[src/hw/suqt_pkg.sv]
package suqt_pkg;

  // ==========================================================================
  // SPI command bytes.
  localparam logic [7:0] CMD_LOAD_QUEUE = 8'hc0;
  localparam logic [7:0] CMD_ADVANCE_QUEUE = 8'hb0;
  localparam logic [7:0] CMD_READ_NEXT_MESSAGE = 8'h93;
  localparam logic [7:0] CMD_READ_RX_STATUS = 8'h01;
  localparam logic [7:0] CMD_WRITE_RX_STATUS = 8'h00;
  localparam logic [7:0] SPI_IDLE_BYTE = 8'h00;

  // ==========================================================================
  // Receive status register bit positions and reset value.
  localparam int RX_EMPTY_BIT = 0;
  localparam int RX_STOP_BIT = 1;
  localparam int RX_ERR_BIT = 3;
  localparam int RX_OVERFLOW_BIT = 7;
  localparam logic [7:0] RX_STATUS_RESET = 8'h01;

  // ==========================================================================
  // Queue geometry: both the load queue and the receive buffer hold one message.
  localparam int QUEUE_DEPTH = 32;
  localparam int QUEUE_AW = 5;
  localparam logic [5:0] QUEUE_FULL = 6'h20;
  localparam logic [2:0] LAST_BIT = 3'h7;
  localparam logic [1:0] BUF_ENTRIES = 2'h2;

  // The check polynomial is a plain default, not taken from any real part.
  localparam logic [7:0] CRC8_POLY = 8'h07;

  // ==========================================================================
  // Types.
  typedef enum logic [2:0] {
    PH_CMD, PH_LEN, PH_LOAD, PH_STAT, PH_WSTAT, PH_READ, PH_IGNORE
  } suqt_phase_t;

  // One character from the UART receiver, or an end-of-message marker.
  typedef struct packed {
    logic stop;
    logic err;
    logic [7:0] data;
  } suqt_rx_t;

  // MSB-first CRC-8 step over one byte.
  function automatic logic [7:0] suqt_crc8(input logic [7:0] crc, input logic [7:0] b);
    logic [7:0] c;
    c = crc ^ b;
    for (int i = 0; i < 8; i++) begin
      c = c[7] ? ((c << 1) ^ CRC8_POLY) : (c << 1);
    end
    return c;
  endfunction : suqt_crc8

endpackage : suqt_pkg

[src/hw/suqt_bridge.sv]
`timescale 1ns/1ps
// What this block does
// Host enables watchdog via second config register, then polls watchdog alert register; the bridge has no watchdog and answers both with idle bytes.
// Load command, length byte, message bytes fill load queue without transmitting.
// Single-byte advance command starts sending the loaded message onto the UART.
// Receive status bit 1 flags a complete message; host polls it.
// Read-next-message command shifts out received bytes in arrival order.
// Readout ends with safety status byte, then CRC over all preceding readout bytes.
// Broadcast write message: command, address, low, high, check byte, seed; length 6.
// Broadcast read message: command, address, data-check seed, check byte, seed.
// Each chained slave increments the alive counter as the message passes.
// Broadcast read reply holds low then high byte per slave, highest first.
// Returned data-check byte is zero when all slave status bits are clear.
// Host reads status after readout, clears error and overflow flags if set.
// Alive counter follows the check byte, so it is never covered by it.
// Packet check is CRC-8 and the safety status byte comes just before the check byte in every readout.
module suqt_bridge
  import suqt_pkg::*;
(
  input wire logic CLK_I,
  input wire logic RST_I,
  input wire logic SPI_SCLK_I,
  input wire logic SPI_CS_N_I,
  input wire logic SPI_MOSI_I,
  output logic SPI_MISO_O,
  output logic SPI_MISO_OE_O,
  output logic TX_VALID_O,
  output logic [7:0] TX_DATA_O,
  input wire logic TX_READY_I,
  output logic TX_BUSY_O,
  input wire logic RX_VALID_I,
  input wire suqt_rx_t RX_I,
  input wire logic [7:0] SAFETY_STATUS_I
);

  // ==========================================================================
  // Pin synchronisers: bit 0 is the first stage and is read only by bit 1.
  logic [2:0] sclk_sync_reg, cs_sync_reg, mosi_sync_reg;
  logic sclk_stable_reg, cs_stable_reg;

  // A clock or select pin change counts once the second and third stages agree.
  always_ff @(posedge CLK_I) begin
    if (RST_I) begin
      sclk_sync_reg <= 3'h0;
      cs_sync_reg <= 3'h7;
      mosi_sync_reg <= 3'h0;
      sclk_stable_reg <= 1'b0;
      cs_stable_reg <= 1'b1;
    end else begin
      sclk_sync_reg <= {sclk_sync_reg[1:0], SPI_SCLK_I};
      cs_sync_reg <= {cs_sync_reg[1:0], SPI_CS_N_I};
      mosi_sync_reg <= {mosi_sync_reg[1:0], SPI_MOSI_I};
      if (sclk_sync_reg[1] == sclk_sync_reg[2]) sclk_stable_reg <= sclk_sync_reg[2];
      if (cs_sync_reg[1] == cs_sync_reg[2]) cs_stable_reg <= cs_sync_reg[2];
    end
  end

  // Edge strobes for the SPI link, mode 0 with the clock idling low.
  wire sclk_agree = sclk_sync_reg[1] == sclk_sync_reg[2];
  wire cs_agree = cs_sync_reg[1] == cs_sync_reg[2];
  wire cs_active = !cs_stable_reg;
  wire sclk_rise = cs_active && sclk_agree && sclk_sync_reg[2] && !sclk_stable_reg;
  wire sclk_fall = cs_active && sclk_agree && !sclk_sync_reg[2] && sclk_stable_reg;
  wire cs_fall = cs_agree && !cs_sync_reg[2] && cs_stable_reg;
  wire cs_rise = cs_agree && cs_sync_reg[2] && !cs_stable_reg;

  // ==========================================================================
  // SPI byte engine.
  suqt_phase_t phase_reg;
  logic [2:0] bit_cnt_reg;
  logic [7:0] rx_shift_reg, tx_shift_reg, out_hold_reg, crc_reg;
  logic load_pending_reg;
  logic [5:0] idx_reg;

  wire byte_done = sclk_rise && bit_cnt_reg == LAST_BIT;
  wire [7:0] in_byte = {rx_shift_reg[6:0], mosi_sync_reg[2]};

  // ==========================================================================
  // Load queue, receive buffer and status state.
  logic [7:0] lq_mem [QUEUE_DEPTH];
  logic [7:0] rx_mem [QUEUE_DEPTH];
  logic [5:0] lq_len_reg, rx_count_reg, tx_idx_reg;
  logic tx_busy_reg, rx_stop_reg, rx_err_reg, rx_ovf_reg;
  logic [7:0] rx_status;

  // Status byte as the host sees it.
  always_comb begin
    rx_status = 8'h00;
    rx_status[RX_EMPTY_BIT] = rx_count_reg == 6'h00;
    rx_status[RX_STOP_BIT] = rx_stop_reg;
    rx_status[RX_ERR_BIT] = rx_err_reg;
    rx_status[RX_OVERFLOW_BIT] = rx_ovf_reg;
  end

  // Command decode at the end of the first byte of a transaction.
  wire at_cmd = phase_reg == PH_CMD && byte_done;
  wire cmd_load = at_cmd && in_byte == CMD_LOAD_QUEUE && !tx_busy_reg;
  wire cmd_adv = at_cmd && in_byte == CMD_ADVANCE_QUEUE;
  wire cmd_stat = at_cmd && in_byte == CMD_READ_RX_STATUS;
  wire cmd_wstat = at_cmd && in_byte == CMD_WRITE_RX_STATUS;
  wire cmd_read = at_cmd && in_byte == CMD_READ_NEXT_MESSAGE;

  // Readout position: received bytes, then safety byte, then the check byte.
  wire [5:0] rd_pos = (phase_reg == PH_CMD) ? 6'h00 : idx_reg;
  wire rd_active = cmd_read || (phase_reg == PH_READ && byte_done);
  wire rd_is_data = rd_pos < rx_count_reg;
  wire rd_is_safety = rd_pos == rx_count_reg;
  wire rd_is_crc = rd_pos == rx_count_reg + 6'h01;
  wire [7:0] rd_byte = rd_is_data ? rx_mem[rd_pos[QUEUE_AW-1:0]] :
                       rd_is_safety ? SAFETY_STATUS_I :
                       rd_is_crc ? crc_reg : SPI_IDLE_BYTE;
  wire [7:0] crc_base = (phase_reg == PH_CMD) ? 8'h00 : crc_reg;
  wire [7:0] out_next = cmd_stat ? rx_status : (rd_active ? rd_byte : SPI_IDLE_BYTE);

  // Write to the status register clears error flags written as one.
  wire stat_wr = phase_reg == PH_WSTAT && byte_done;
  wire clr_err = stat_wr && in_byte[RX_ERR_BIT];
  wire clr_ovf = stat_wr && in_byte[RX_OVERFLOW_BIT];
  wire lq_store = phase_reg == PH_LOAD && byte_done && idx_reg < QUEUE_FULL;
  wire msg_done = cs_rise && phase_reg == PH_READ;

  // Shift registers; the response byte is loaded at the falling edge after a byte.
  always_ff @(posedge CLK_I) begin
    if (RST_I) begin
      bit_cnt_reg <= 3'h0;
      rx_shift_reg <= 8'h00;
      tx_shift_reg <= SPI_IDLE_BYTE;
      out_hold_reg <= SPI_IDLE_BYTE;
      load_pending_reg <= 1'b0;
    end else if (cs_fall) begin
      bit_cnt_reg <= 3'h0;
      tx_shift_reg <= SPI_IDLE_BYTE;
      load_pending_reg <= 1'b0;
    end else begin
      if (sclk_rise) begin
        bit_cnt_reg <= bit_cnt_reg + 3'h1;
        rx_shift_reg <= in_byte;
      end
      if (byte_done) begin
        out_hold_reg <= out_next;
        load_pending_reg <= 1'b1;
      end else if (sclk_fall) begin
        tx_shift_reg <= load_pending_reg ? out_hold_reg : {tx_shift_reg[6:0], 1'b0};
        load_pending_reg <= 1'b0;
      end
    end
  end

  // Transaction phase; it returns to the command phase only when chip select falls.
  always_ff @(posedge CLK_I) begin
    if (RST_I || cs_fall) begin
      phase_reg <= PH_CMD;
      idx_reg <= 6'h00;
      crc_reg <= 8'h00;
    end else if (byte_done) begin
      unique case (phase_reg)
        PH_CMD: begin
          phase_reg <= cmd_load ? PH_LEN : cmd_stat ? PH_STAT : cmd_wstat ? PH_WSTAT :
                       cmd_read ? PH_READ : PH_IGNORE;
          idx_reg <= cmd_read ? 6'h01 : 6'h00;
        end
        PH_LEN: phase_reg <= PH_LOAD;
        PH_LOAD: if (lq_store) idx_reg <= idx_reg + 6'h01;
        PH_READ: if (!rd_is_crc && rd_pos < QUEUE_FULL + 6'h01) idx_reg <= idx_reg + 6'h01;
        PH_STAT, PH_WSTAT, PH_IGNORE: phase_reg <= PH_IGNORE;
      endcase
      if (rd_active && (rd_is_data || rd_is_safety)) crc_reg <= suqt_crc8(crc_base, rd_byte);
    end
  end

  // Load queue: bytes are kept verbatim, so the host's own check byte and
  // trailing alive counter go out untouched.
  always_ff @(posedge CLK_I) begin
    if (RST_I) begin
      lq_len_reg <= 6'h00;
    end else if (phase_reg == PH_LEN && byte_done) begin
      lq_len_reg <= 6'h00;
    end else if (lq_store) begin
      lq_mem[idx_reg[QUEUE_AW-1:0]] <= in_byte;
      lq_len_reg <= idx_reg + 6'h01;
    end
  end

  // ==========================================================================
  // Transmit path through a two-entry buffer so a UART stall loses no byte.
  logic [7:0] buf_mem [2];
  logic buf_wr_reg, buf_rd_reg;
  logic [1:0] buf_cnt_reg;
  wire buf_in_ready = buf_cnt_reg != BUF_ENTRIES;
  wire buf_push = tx_busy_reg && buf_in_ready;
  wire buf_pop = TX_VALID_O && TX_READY_I;

  assign TX_VALID_O = buf_cnt_reg != 2'h0;
  assign TX_DATA_O = buf_mem[buf_rd_reg];
  assign TX_BUSY_O = tx_busy_reg;

  // Advance is ignored while a send runs or when the queue is empty.
  always_ff @(posedge CLK_I) begin
    if (RST_I) begin
      tx_busy_reg <= 1'b0;
      tx_idx_reg <= 6'h00;
    end else if (cmd_adv && !tx_busy_reg && lq_len_reg != 6'h00) begin
      tx_busy_reg <= 1'b1;
      tx_idx_reg <= 6'h00;
    end else if (buf_push) begin
      tx_idx_reg <= tx_idx_reg + 6'h01;
      if (tx_idx_reg + 6'h01 == lq_len_reg) tx_busy_reg <= 1'b0;
    end
  end

  // Buffer pointers; the filling side stalls the queue reader when full.
  always_ff @(posedge CLK_I) begin
    if (RST_I) begin
      buf_wr_reg <= 1'b0;
      buf_rd_reg <= 1'b0;
      buf_cnt_reg <= 2'h0;
    end else begin
      if (buf_push) begin
        buf_mem[buf_wr_reg] <= lq_mem[tx_idx_reg[QUEUE_AW-1:0]];
        buf_wr_reg <= !buf_wr_reg;
      end
      if (buf_pop) buf_rd_reg <= !buf_rd_reg;
      buf_cnt_reg <= buf_cnt_reg + {1'b0, buf_push} - {1'b0, buf_pop};
    end
  end

  // ==========================================================================
  // Receive buffer: one message; later bytes overflow until it is read out.
  wire rx_byte = RX_VALID_I && !RX_I.stop;
  wire rx_room = !rx_stop_reg && rx_count_reg != QUEUE_FULL;
  wire ovf_set = rx_byte && !rx_room;
  wire err_set = RX_VALID_I && RX_I.err;

  // An error or overflow event in the same cycle as its clear wins over the clear; for the stop flag the clear wins.
  always_ff @(posedge CLK_I) begin
    if (RST_I) begin
      rx_count_reg <= 6'h00;
      rx_stop_reg <= RX_STATUS_RESET[RX_STOP_BIT];
      rx_err_reg <= RX_STATUS_RESET[RX_ERR_BIT];
      rx_ovf_reg <= RX_STATUS_RESET[RX_OVERFLOW_BIT];
    end else begin
      if (msg_done) begin
        rx_count_reg <= 6'h00;
        rx_stop_reg <= 1'b0;
      end else if (rx_byte && rx_room) begin
        rx_mem[rx_count_reg[QUEUE_AW-1:0]] <= RX_I.data;
        rx_count_reg <= rx_count_reg + 6'h01;
      end else if (RX_VALID_I && RX_I.stop && rx_count_reg != 6'h00) begin
        rx_stop_reg <= 1'b1;
      end
      rx_err_reg <= err_set || (rx_err_reg && !clr_err);
      rx_ovf_reg <= ovf_set || (rx_ovf_reg && !clr_ovf);
    end
  end

  // MISO is driven only while the host selects the device.
  assign SPI_MISO_O = tx_shift_reg[7];
  assign SPI_MISO_OE_O = cs_active;

endmodule : suqt_bridge

[config.mk]
export PLATFORM = sky130hd
export DESIGN_NAME = suqt_bridge
export DESIGN_NICKNAME = d
export VERILOG_FILES = /design/src/hw/suqt_pkg.sv /design/src/hw/suqt_bridge.sv
export SDC_FILE = /design/constraint.sdc
export NUM_CORES = 1
export LEC_CHECK = 0
export BUFFER_PORTS_ARGS = -buffer_cell sky130_fd_sc_hd__buf_2
export CORE_ASPECT_RATIO = 0.6
export CORE_MARGIN = 4
export CORE_UTILIZATION = 50
export CTS_CLUSTER_DIAMETER = 80
export DETAILED_ROUTE_END_ITERATION = 8
export PLACE_DENSITY_LB_ADDON = 0.3
export SYNTH_ARGS = -nofsm -noshare
export SYNTH_HDL_FRONTEND = slang
export SYNTH_SLANG_ARGS = --single-unit
export TNS_END_PERCENT = 20
[constraint.sdc]
create_clock -name CLK_I -period 4.12 [get_ports CLK_I]
set_input_delay 0 -clock CLK_I [delete_from_list [all_inputs] [get_ports CLK_I]]
set_output_delay 0 -clock CLK_I [all_outputs]
set_load 0.02 [all_outputs]
### Word level (Yosys, flattened, before mapping)

Memory sizes are Yosys's and may differ from the RTL's. A register that Yosys moved wholly into a read port is not among the register bits.
Cells that the tools add are included.

| operators by class | value |
|---|---|
| add/subtract/negate cells | 6 |
| magnitude comparators | 3 |
| equality and inequality tests | 20 |
| muxes and demuxes | 45 |
| bitwise operators | 12 |
| reductions and logical operators | 82 |

Operator list:

| cell | count |
|---|---|
| $mux 8 | 7 |
| $logic_and 1x1->1 | 40 |
| $mux 3 | 10 |
| $eq 8x8->1 const B | 3 |
| $not 3->3 | 8 |
| $mux 1 | 19 |
| $add 6x1->6 const B | 3 |
| $eq 6x6->1 | 3 |
| $mux 6 | 3 |
| $pmux 6 s3 | 1 |
| $reduce_and 2->1 | 7 |
| $logic_not 1->1 | 13 |
| $eq 3x3->1 const B | 4 |
| $lt 6x6->1 const B | 2 |
| $reduce_bool 6->1 | 2 |
| $mux 5 | 2 |
| $pmux 3 s3 | 1 |
| $eq 8x1->1 const B | 1 |
| $logic_not 8->1 | 1 |
| $reduce_bool 2->1 | 4 |
| $reduce_or 2->1 | 4 |
| $xor 8x8->8 | 1 |
| $eq 3x2->1 const B | 2 |
| $logic_not 6->1 | 1 |
| 16 further kinds | 26 |

| word-level totals | value |
|---|---|
| register bits | 81 |
| bits in writable memories | 528 |
| bits of input ports | 25 |
| output and inout port bits | 12 |
| logic and storage cells | 194 |
| memories | 3 |

Memories:

| name | depth | width | read ports | clocked after Yosys merged registers in | wr ports | RTL line | RTL |
|---|---|---|---|---|---|---|---|
| lq_mem | 32 | 8 | 1 | 1 | 1 | suqt_bridge.sv:80 | `logic [7:0] lq_mem [QUEUE_DEPTH];` |
| rx_mem | 32 | 8 | 1 | 0 | 1 | suqt_bridge.sv:81 | `logic [7:0] rx_mem [QUEUE_DEPTH];` |
| buf_mem | 2 | 8 | 1 | 1 | 1 | suqt_bridge.sv:186 | `logic [7:0] buf_mem [2];` |

### Logic depth before layout (Yosys ltp)

Gate-level depths: netlist (run 1).

| logic depth | value |
|---|---|
| depth after elaboration | 23 |
| mapped depth | 17 |
| mapped depth without buffers | 13 |

### Worst setup path after synthesis (run 1)

OpenSTA, ideal clock, no wires.

| path | value |
|---|---|
| path kind | register to register |
| start | register phase_reg[2] |
| end | register crc_reg[3] |
| setup time | 131 ps |
| data arrival time | 3,708 ps |
| required time | 3,989 ps |
| path slack | 281 ps |
| cell stages (with the launch flop) | 17 |
| path buffers | 5 |
| period minus slack after synthesis | 3,839 ps |
| cell sequence | dfxtp_1 buf_6 or3_1 buf_2 buf_2 clkbuf_1 and2_1 ha_1 o21ai_0 nor4_2 a311oi_4 buf_4 a31oi_2 xor2_1 xnor3_1 a31oi_1 o31ai_1 |

| on the way | value |
|---|---|
| cells in the longest elaborated chain, start to end | 12 |
| elaborated cells on any way between the ends | 26 |
| classes of those cells | order compare: 1; eq/ne: 3; mux: 9; bitwise: 4; reduce/logical: 8; memory: 1 |

Ends and longest elaborated chain:

| element | RTL line | RTL |
|---|---|---|
| start, declared | suqt_bridge.sv:69 | `suqt_phase_t phase_reg;` |
| start signal, assigned | suqt_bridge.sv:158 | `phase_reg <= cmd_load ? PH_LEN : cmd_stat ? PH_STAT : cmd_wstat ? PH_WSTAT :` |
| branches (longest 12 deep; another with $mem_v2 32x8) | - |  |
| end signal, assigned | suqt_bridge.sv:167 | `if (rd_active && (rd_is_data \|\| rd_is_safety)) crc_reg <= suqt_crc8(crc_base, rd_byte);` |
| end, declared | suqt_bridge.sv:71 | `logic [7:0] rx_shift_reg, tx_shift_reg, out_hold_reg, crc_reg;` |

Several ways; the timed one is not identified.
A chain may end at the register's enable or synchronous reset.

### Worst setup path in the final report (run 1)

| path | value |
|---|---|
| start | register idx_reg[0] |
| end | register crc_reg[2] |

| on the way | value |
|---|---|
| cells in the longest elaborated chain, start to end | 11 |
| elaborated cells on any way between the ends | 21 |
| classes of those cells | order compare: 1; eq/ne: 2; mux: 9; bitwise: 5; reduce/logical: 3; memory: 1 |

Ends and longest elaborated chain:

| element | RTL line | RTL |
|---|---|---|
| start, declared | suqt_bridge.sv:73 | `logic [5:0] idx_reg;` |
| start signal, assigned | suqt_bridge.sv:160 | `idx_reg <= cmd_read ? 6'h01 : 6'h00;` |
| start signal, assigned | suqt_bridge.sv:163 | `PH_LOAD: if (lq_store) idx_reg <= idx_reg + 6'h01;` |
| start signal, assigned | suqt_bridge.sv:164 | `PH_READ: if (!rd_is_crc && rd_pos < QUEUE_FULL + 6'h01) idx_reg <= idx_reg + 6'h01;` |
| $mux 6 * | suqt_bridge.sv:104 | `wire [5:0] rd_pos = (phase_reg == PH_CMD) ? 6'h00 : idx_reg;` |
| branches (longest 10 deep; another with $mem_v2 32x8) | - |  |

Every way passes the cells marked *.

==> summary.txt, run 1 <==
Worst setup path
  • FF-to-FF setup slack: about 420 ps
  • Worst Path Max Fanout: 24
  • Setup crit start kind: flip-flop
  • Critical Path AT: about 4200 ps
  • Crit path buf inv count: 2
  • Reg2Reg Depth: 11
  • Worst flop-to-flop path startpoint: idx_reg[0]$_SDFFE_PP0P_
  • CP delay by family, top: compound AO/OA/AOI/OAI gates
  • Max incr delay on CP: 650 ps
  • Type of the worst setup path: reg2reg
  • CP Cell Sequence: o31a_1 > inv_2 > buf_4 > o221ai_1 > o21ai_0 > a221o_1 > a32oi_1 > a21oi_1 > xnor3_1 > xor2_1 > a211oi_2
  • CP Data Required Time: ~4600 ps
  • R2R Path End: crc_reg[2]$_SDFFE_PP0P_
  • CP max-delay cell: dfxtp_4
  • CP endpoint kind: flip-flop

STA
  • TNS Setup: 0 ps
  • # setup viols final: 0
  • Worst Skew: roughly 46 ps
  • Final Cycle Share: between 80% and 90%
  • Final hold vios: 0
  • Relative slew slack: approximately 18%
  • Max-slew violation count: 0
  • RSZ-0062 raised after global routing: no
  • Worst slew pin tran: 1227 ps
  • Min Tclk post-route: between 3000 and 4000 ps
  • Max frequency: 270.0 MHz

Die
  • Starting density of the core: between 50 and 60%
  • Row cnt: 63
  • Die H: around 180 microns
  • Ports: 37
  • Core area: around 50000 sq um
  • Die Wd: roughly 300 microns
  • Die footprint: 54710 sq um

Finish
  • Share of cells above drive strength 1: 23.00%
  • N_diodes: 0
  • Layout net count: 1789
  • Final core occ: 58.46%
  • Commonest non-fill, non-tap cell in the layout: edfxtp_1
  • Final instance area: roughly 29000 sq um
  • Commonest non-fill, non-tap cells in the layout: 528 x edfxtp_1, 160 x nor2_1, 117 x buf_4
  • Area Overhead vs Synth: 14.41%

Worst hold path
  • Hold worst-path end: out_hold_reg[0]$_SDFFE_PP0P_
  • Hold Crit Depth: 5
  • Min-delay src: SAFETY_STATUS_I[0]
  • Hold WC Path Type: in2reg

Logic synthesis
  • Synth area leaders: edfxtp_1 62%, mux4_2 9.2%, dfxtp_1 6.8%, nor2_1 2.4%, mux2i_1 1.9%
  • Seq/Total Area, Yosys: 69.12%
  • Avg Cell Area, Syn: ~16 sq um
  • EDFF count, synth: roughly 530
  • Post-Syn Instances: 1599
  • Ys async rst share: 0%
  • Synth area leader: edfxtp_1
  • Post-synth cell types: 84
  • Synthesis-stage register bit count: 615
  • Ys Warns: 0
  • Share of the synthesized area in the top cell type: between 60 and 70%
  • Syn_nets: approximately 1600
  • Post-Syn Area: about 25000 sq um
  • Primary FF master, synth: edfxtp_1

Clock tree
  • Setup Fix Bufs, Post-CTS: 0
  • Clock Tree Buf Depth: 3
  • Root Driver: clkbuf_16
  • Clock net sink count: approximately 600
  • Clk slew on worst S/H paths: 70 ps
  • TritonCTS clock tree: yes
  • Worst-skew pair later-pin latency: 610 ps
  • Num CTS Buffers: 55
  • # H-tree levels: 2

Global route
  • Vias in the first global route: roughly 15000
  • Total GRT Usage: between 20% and 30%
  • Initial antenna violation count: 2
  • First-pass GRT wire length: 95230 microns
  • Grt total ovfl: 0
  • Largest net degree at the start of global routing: 52

Routing
  • Post-route ant nets: 0
  • DR pass1 iterations: 6
  • Drt initial violations: roughly 2100
  • Routed wire length: about 63000 microns
  • Vias: ~15000
  • # DRC: 0
  • Vias per cell: ~6
  • DR WL/cell: ~26 microns

Placement
  • IO buf count: 36
  • Routability Congestion: 1.024
  • Placed cell areas: between 20000 and 30000 sq um
  • Detailed Place HPWL: between 40000 and 50000 microns

Run
  • Max Cap Violations: 0

Status
  • Outcome: finished, final reports clean

Power and ir drop
  • Leak pwr: 9.295 nW
  • VDD IR max: about 0.34 mV
  • Power Density: ~430 nW/um^2
==> worst min-delay path, cell delays in order <==
cell and delay [ps]:
buf_2 100, a221oi_2 60, a31oi_1 260, a222oi_1 130, nor2_1 80
==> per-layer routing <==
layer  part of all wire, %  global-route usage [%]  vias up
met1                    45                   37.89     7683
met3                    14                   6.827       92
met5                     0                       0        -
met2                    40                   30.64      896
li1                      -                       -     6535
met4                   1.6                   3.932        0
==> area by class of cell <==
type,count,area [sq um]
fill,3763,20690
sequential,615,17610
multi-input combinational,866,7370
clock buffer,67,1506
timing repair buffer,179,1359
tap,682,853.3
clock inverter,35,316.6
inverter,29,108.9
==> cell usage after synthesis (all sizes together), types with 3 or more instances <==
| cell type | instances |
|---|---|
| nor3 | 10 |
| ha | 18 |
| nand4b | 4 |
| o211ai | 7 |
| or3 | 12 |
| nand3 | 29 |
| clkbuf | 38 |
| a31oi | 19 |
| mux2i | 49 |
| buf | 51 |
| a221oi | 15 |
| nand4 | 7 |
| mux4 | 104 |
| edfxtp | 528 |
| a22oi | 4 |
| nor4 | 8 |
| nor2 | 160 |
| o221ai | 9 |
| a21oi | 67 |
| o22a | 3 |
| o22ai | 10 |
| dfxtp | 87 |
| a211o | 3 |
| xor2 | 14 |
| a222oi | 4 |
| nor3b | 3 |
| o21ai | 42 |
| and3 | 5 |
| inv | 27 |
| xnor3 | 5 |
| and2 | 7 |
| o31ai | 8 |
| nor2b | 16 |
| nand2b | 8 |
| mux2 | 26 |
| nand2 | 87 |
| o31a | 4 |
| or2 | 7 |
| xnor2 | 33 |
| o311ai | 4 |
| a211oi | 19 |
==> where the power goes <==
group          switching (mW)  internal, mW
Combinational           0.268         0.195
Clock                    2.32          2.87
Sequential             0.0294          6.73
Total                    2.62          9.80
==> kinds of logic after synthesis <==
kind of cell	count (synthesis)	synth area share, %
buffers and inverters	118	2.020
XOR/XNOR	52	2.089
AND/OR/NAND/NOR	372	6.768
adder cells (fa/ha/maj)	20	0.9732
multiplexers	179	12.28
flip-flops	615	69.12
AO/OA/AOI/OAI	243	6.748
==> how the worst max path moves through the flow <==
stage | start | endpoint | slack [ps] | cells past startpoint
2_1_floorplan | phase_reg[2]$_SDFFE_PP0P_ | crc_reg[3]$_SDFFE_PP0P_ | 280 | 16
3_5_place_dp | phase_reg[2]$_SDFFE_PP0P_ | crc_reg[2]$_SDFFE_PP0P_ | 550 | 12
4_1_cts | phase_reg[2]$_SDFFE_PP0P_ | crc_reg[2]$_SDFFE_PP0P_ | 540 | 12
5_1_grt | idx_reg[0]$_SDFFE_PP0P_ | crc_reg[2]$_SDFFE_PP0P_ | 190 | 11
3_3_place_gp | phase_reg[2]$_SDFFE_PP0P_ | crc_reg[5]$_SDFFE_PP0P_ | 610 | 13
6_report | idx_reg[0]$_SDFFE_PP0P_ | crc_reg[2]$_SDFFE_PP0P_ | 420 | 11
==> per-stage QoR <==
step / setup WS, ps / total power [mW] / instances / hold WS, ps
2_1_floorplan: 281.1 / 7.183 / 1599 / 98.87
5_1_grt: 190.2 / 12.80 / 2473 / 34.36
3_5_place_dp: 549.4 / 7.332 / 2349 / 189.9
3_3_place_gp: 614.2 / 7.316 / 2349 / 195.4
4_1_cts: 535.7 / 12.48 / 2473 / 7.161
6_report: 417.0 / 12.42 / 2473 / 42.91
==> repair_timing <==
item | in CTS | in global routing
endpoints found under the hold margin | 233 | 0
resized for setup | 0 | 0
hold buffers | 22 | 0
Note: power is estimated with default switching activity, not from simulation.
==> inputs of run 2 (changes only) <==
Settings changed: BUFFER_PORTS_ARGS -buffer_cell sky130_fd_sc_hd__buf_2 to -buffer_cell sky130_fd_sc_hd__buf_4, CORE_UTILIZATION 50 to 35.
==> run 2 against run 1 <==
  * Sequential share of layout area shrank 1.4 points
  * Largest cell class unchanged
  * Critical path type unchanged
  * Non-clock buffer count grew 16
  * Clock power grew 6.0%
  * Die area grew 41%
  * Global-route usage shrank 5.7 points
  * Final area grew 2.4%
  * Core utilization shrank 17 points
==> summary.txt, run 2 (synthesis results as in run 1) <==
Die
  • Ports: 37 (unchanged)
  • Starting density of the core: 35.41% (-16 points)
  • Core area: 71890 sq um (+44%)
  • Die H: 216.9 microns (+19%)
  • Die Wd: 356.2 microns (+19%)
  • Row cnt: 76 (+21%)
  • Die footprint: 77260 sq um (+41%)

Worst setup path
  • Max incr delay on CP: 800 ps (+150 ps)
  • CP max-delay cell: nor3_4
  • Type of the worst setup path: reg2reg
  • Worst Path Max Fanout: 17 (-29%)
  • Crit path buf inv count: 1 (-1)
  • CP Cell Sequence: buf_4 > nor3_4 > o22ai_1 > o21ai_0 > a32oi_1 > a21oi_1 > xnor3_1 > xor2_1 > a211oi_2
  • CP Data Required Time: 4660 ps (+20 ps)
  • Setup crit start kind: flip-flop
  • CP delay by family, top: compound AO/OA/AOI/OAI gates
  • CP endpoint kind: flip-flop
  • Critical Path AT: 4470 ps (+240 ps)

Power and ir drop
  • Comb power frac: 3.8% (about the same)
  • VDD IR max: 0.3644 mV (+7.8%)
  • Clock share of power: 43.1% (+1.3 points)
  • Leak pwr: 9.435 nW (+1.5%)
  • Cell internal pwr: 10.08 mW (+2.9%)
  • NetSw: 2.675 mW (+2.1%)
  • Sequential share of power: 53.0% (-1.4 points)
  • Switching share of power: 20.97% (-0.13 points)
  • Power Density: 427.6 nW/um^2 (+0.29%)

STA
  • # setup viols final: 0 (unchanged)
  • Relative slew slack: 35.45% (+18 points)
  • Worst Skew: 19.08 ps (-26.98 ps)
  • Final Cycle Share: 95.52% (+5.6 points)
  • Worst slew pin tran: 965.2 ps (-262.0 ps)
  • Final hold vios: 0 (unchanged)
  • Max-slew violation count: 0 (unchanged)
  • Max frequency: 254.1 MHz (-5.9%)
  • TNS Setup: 0 ps (unchanged)
  • RSZ-0062 raised after global routing: no
  • Min Tclk post-route: 3935 ps (+232.3 ps)

Global route
  • Grt total ovfl: 0 (unchanged)
  • Initial antenna violation count: 3 (+1)
  • Vias in the first global route: 14820 (+1.0%)
  • Largest net degree at the start of global routing: 50 (-3.8%)
  • First-pass GRT wire length: 100200 microns (+5.2%)
  • Total GRT Usage: 17.41% (-5.7 points)

Finish
  • N_diodes: 0 (unchanged)
  • Commonest non-fill, non-tap cell in the layout: edfxtp_1
  • Share of cells above drive strength 1: 23.76% (+0.76 points)
  • Multi-input logic area: 7370 sq um (unchanged)
  • Area Overhead vs Synth: 17.20%
  • Layout net count: 1809 (+1.1%)
  • Commonest non-fill, non-tap cells in the layout: 528 x edfxtp_1, 166 x buf_4, 160 x nor2_1
  • FILL cells: 6515 (+73%)
  • FF/Latch Area: 17610 sq um (unchanged)
  • Final instance area: 29830 sq um (+2.4%)

Placement
  • Routability Congestion: 0.9192 (-10%)
  • IO buf count: 36 (unchanged)
  • Detailed Place HPWL: 45050 microns (+9.1%)
  • Placed cell areas: 27630 sq um (+2.0%)

Clock tree
  • Root Driver: clkbuf_16
  • TritonCTS clock tree: yes
  • Worst-skew pair later-pin latency: 630 ps (+20 ps)
  • # H-tree levels: 2 (unchanged)
  • Clock Tree Buf Depth: 3 (unchanged)
  • Clock net sink count: 615 (unchanged)
  • Num CTS Buffers: 59 (+7.3%)
  • Setup Fix Bufs, Post-CTS: 0 (unchanged)
  • Clk slew on worst S/H paths: 70 ps (about the same)

Routing
  • Vias: 15020 (-1.2%)
  • Routed wire length: 67330 microns (+6.7%)
  • Drt initial violations: 1714 (-18%)
  • Post-route ant nets: 0 (unchanged)
  • # DRC: 0 (unchanged)
  • DR WL/cell: 24.14 microns (-5.4%)
  • Vias per cell: 5.385 (-12%)
  • DR pass1 iterations: 5 (-1)

Run
  • Max Cap Violations: 0 (unchanged)

Worst hold path
  • Hold WC Path Type: in2reg

Status
  • Outcome: finished, final reports clean
## run 2: cell count changes in the layout (fill, tap and decap cells not counted), moves of 4 or more
cell | before | now
buf_2 | 36 | 0
buf_4 | 117 | 166
bufinv_16 | 4 | 8
clkinvlp_4 | 1 | 7
inv_6 | 1 | 5
## run 2: final timing paths
check                            startpoint                           end  slack [ps]  depth (start not counted)
setup / recovery  phase_reg[2]$_SDFFE_PP0P_       crc_reg[2]$_SDFFE_PP0P_         180                          9
hold / removal           SAFETY_STATUS_I[0]  out_hold_reg[0]$_SDFFE_PP0P_          50                          5
setup reg to reg  phase_reg[2]$_SDFFE_PP0P_       crc_reg[2]$_SDFFE_PP0P_         180                          9
hold reg to reg   cs_sync_reg[0]$_SDFF_PP1_     cs_sync_reg[1]$_SDFF_PP1_         420                          1
## run 2: final cells by class
class / count / share of cell area, %
repair buffers: 195 / 5.284
well taps: 975 / 4.089
clock buffers: 67 / 5.049
clock inverters: 42 / 1.485
inverters: 29 / 0.3649
flip-flops and latches: 615 / 59.03
multi-input cells: 866 / 24.70
## run 2: timing repair
action / CTS / global route
setup endpoints to repair: 0 / 1
endpoints found under the hold margin: 290 / 0
hold buffers: 25 / 0
gates resized for setup: 0 / 1
## run 2: stage by stage
step	instances	utilization, %	power (mW)	hold WS [ps]	setup slack [ps]
6_report	2789	41.50	12.76	46.67	184.6
5_1_grt	2789	41.50	13.21	75.82	62.35
4_1_cts	2788	41.49	12.89	0.5879	157.0
3_5_place_dp	2654	38.43	7.367	198.8	164.4
3_3_place_gp	2654	38.43	7.354	191.3	149.5
2_1_floorplan	1599	-	7.183	98.87	281.1
## run 2: worst register-to-register path: stages (launching register included)
cell      delay [ps]
dfxtp_1          350
buf_4            190
nor3_4           800
o22ai_1          150
o21ai_0          590
a32oi_1          340
a21oi_1          500
xnor3_1          540
xor2_1           180
a211oi_2         220
## run 2: layer usage
metal	global-route usage, %	up-vias	part of all wire [%]
met5	1.500	-	0.24
li1	-	6609	-
met2	23.26	646	40
met4	3.787	2	1.8
met1	26.96	7671	48
met3	5.923	92	11
## run 2: power by group through the flow
| stage | registers (mW) | logic, mW | clock network [mW] |
|---|---|---|---|
| finish | 6.77 | 0.487 | 5.50 |
| global route | 6.76 | 0.525 | 5.92 |
| CTS | 6.76 | 0.490 | 5.63 |
| detailed placement | 6.90 | 0.469 | 0 |
| global placement | 6.90 | 0.456 | 0 |
| floorplan | 6.88 | 0.302 | 0 |
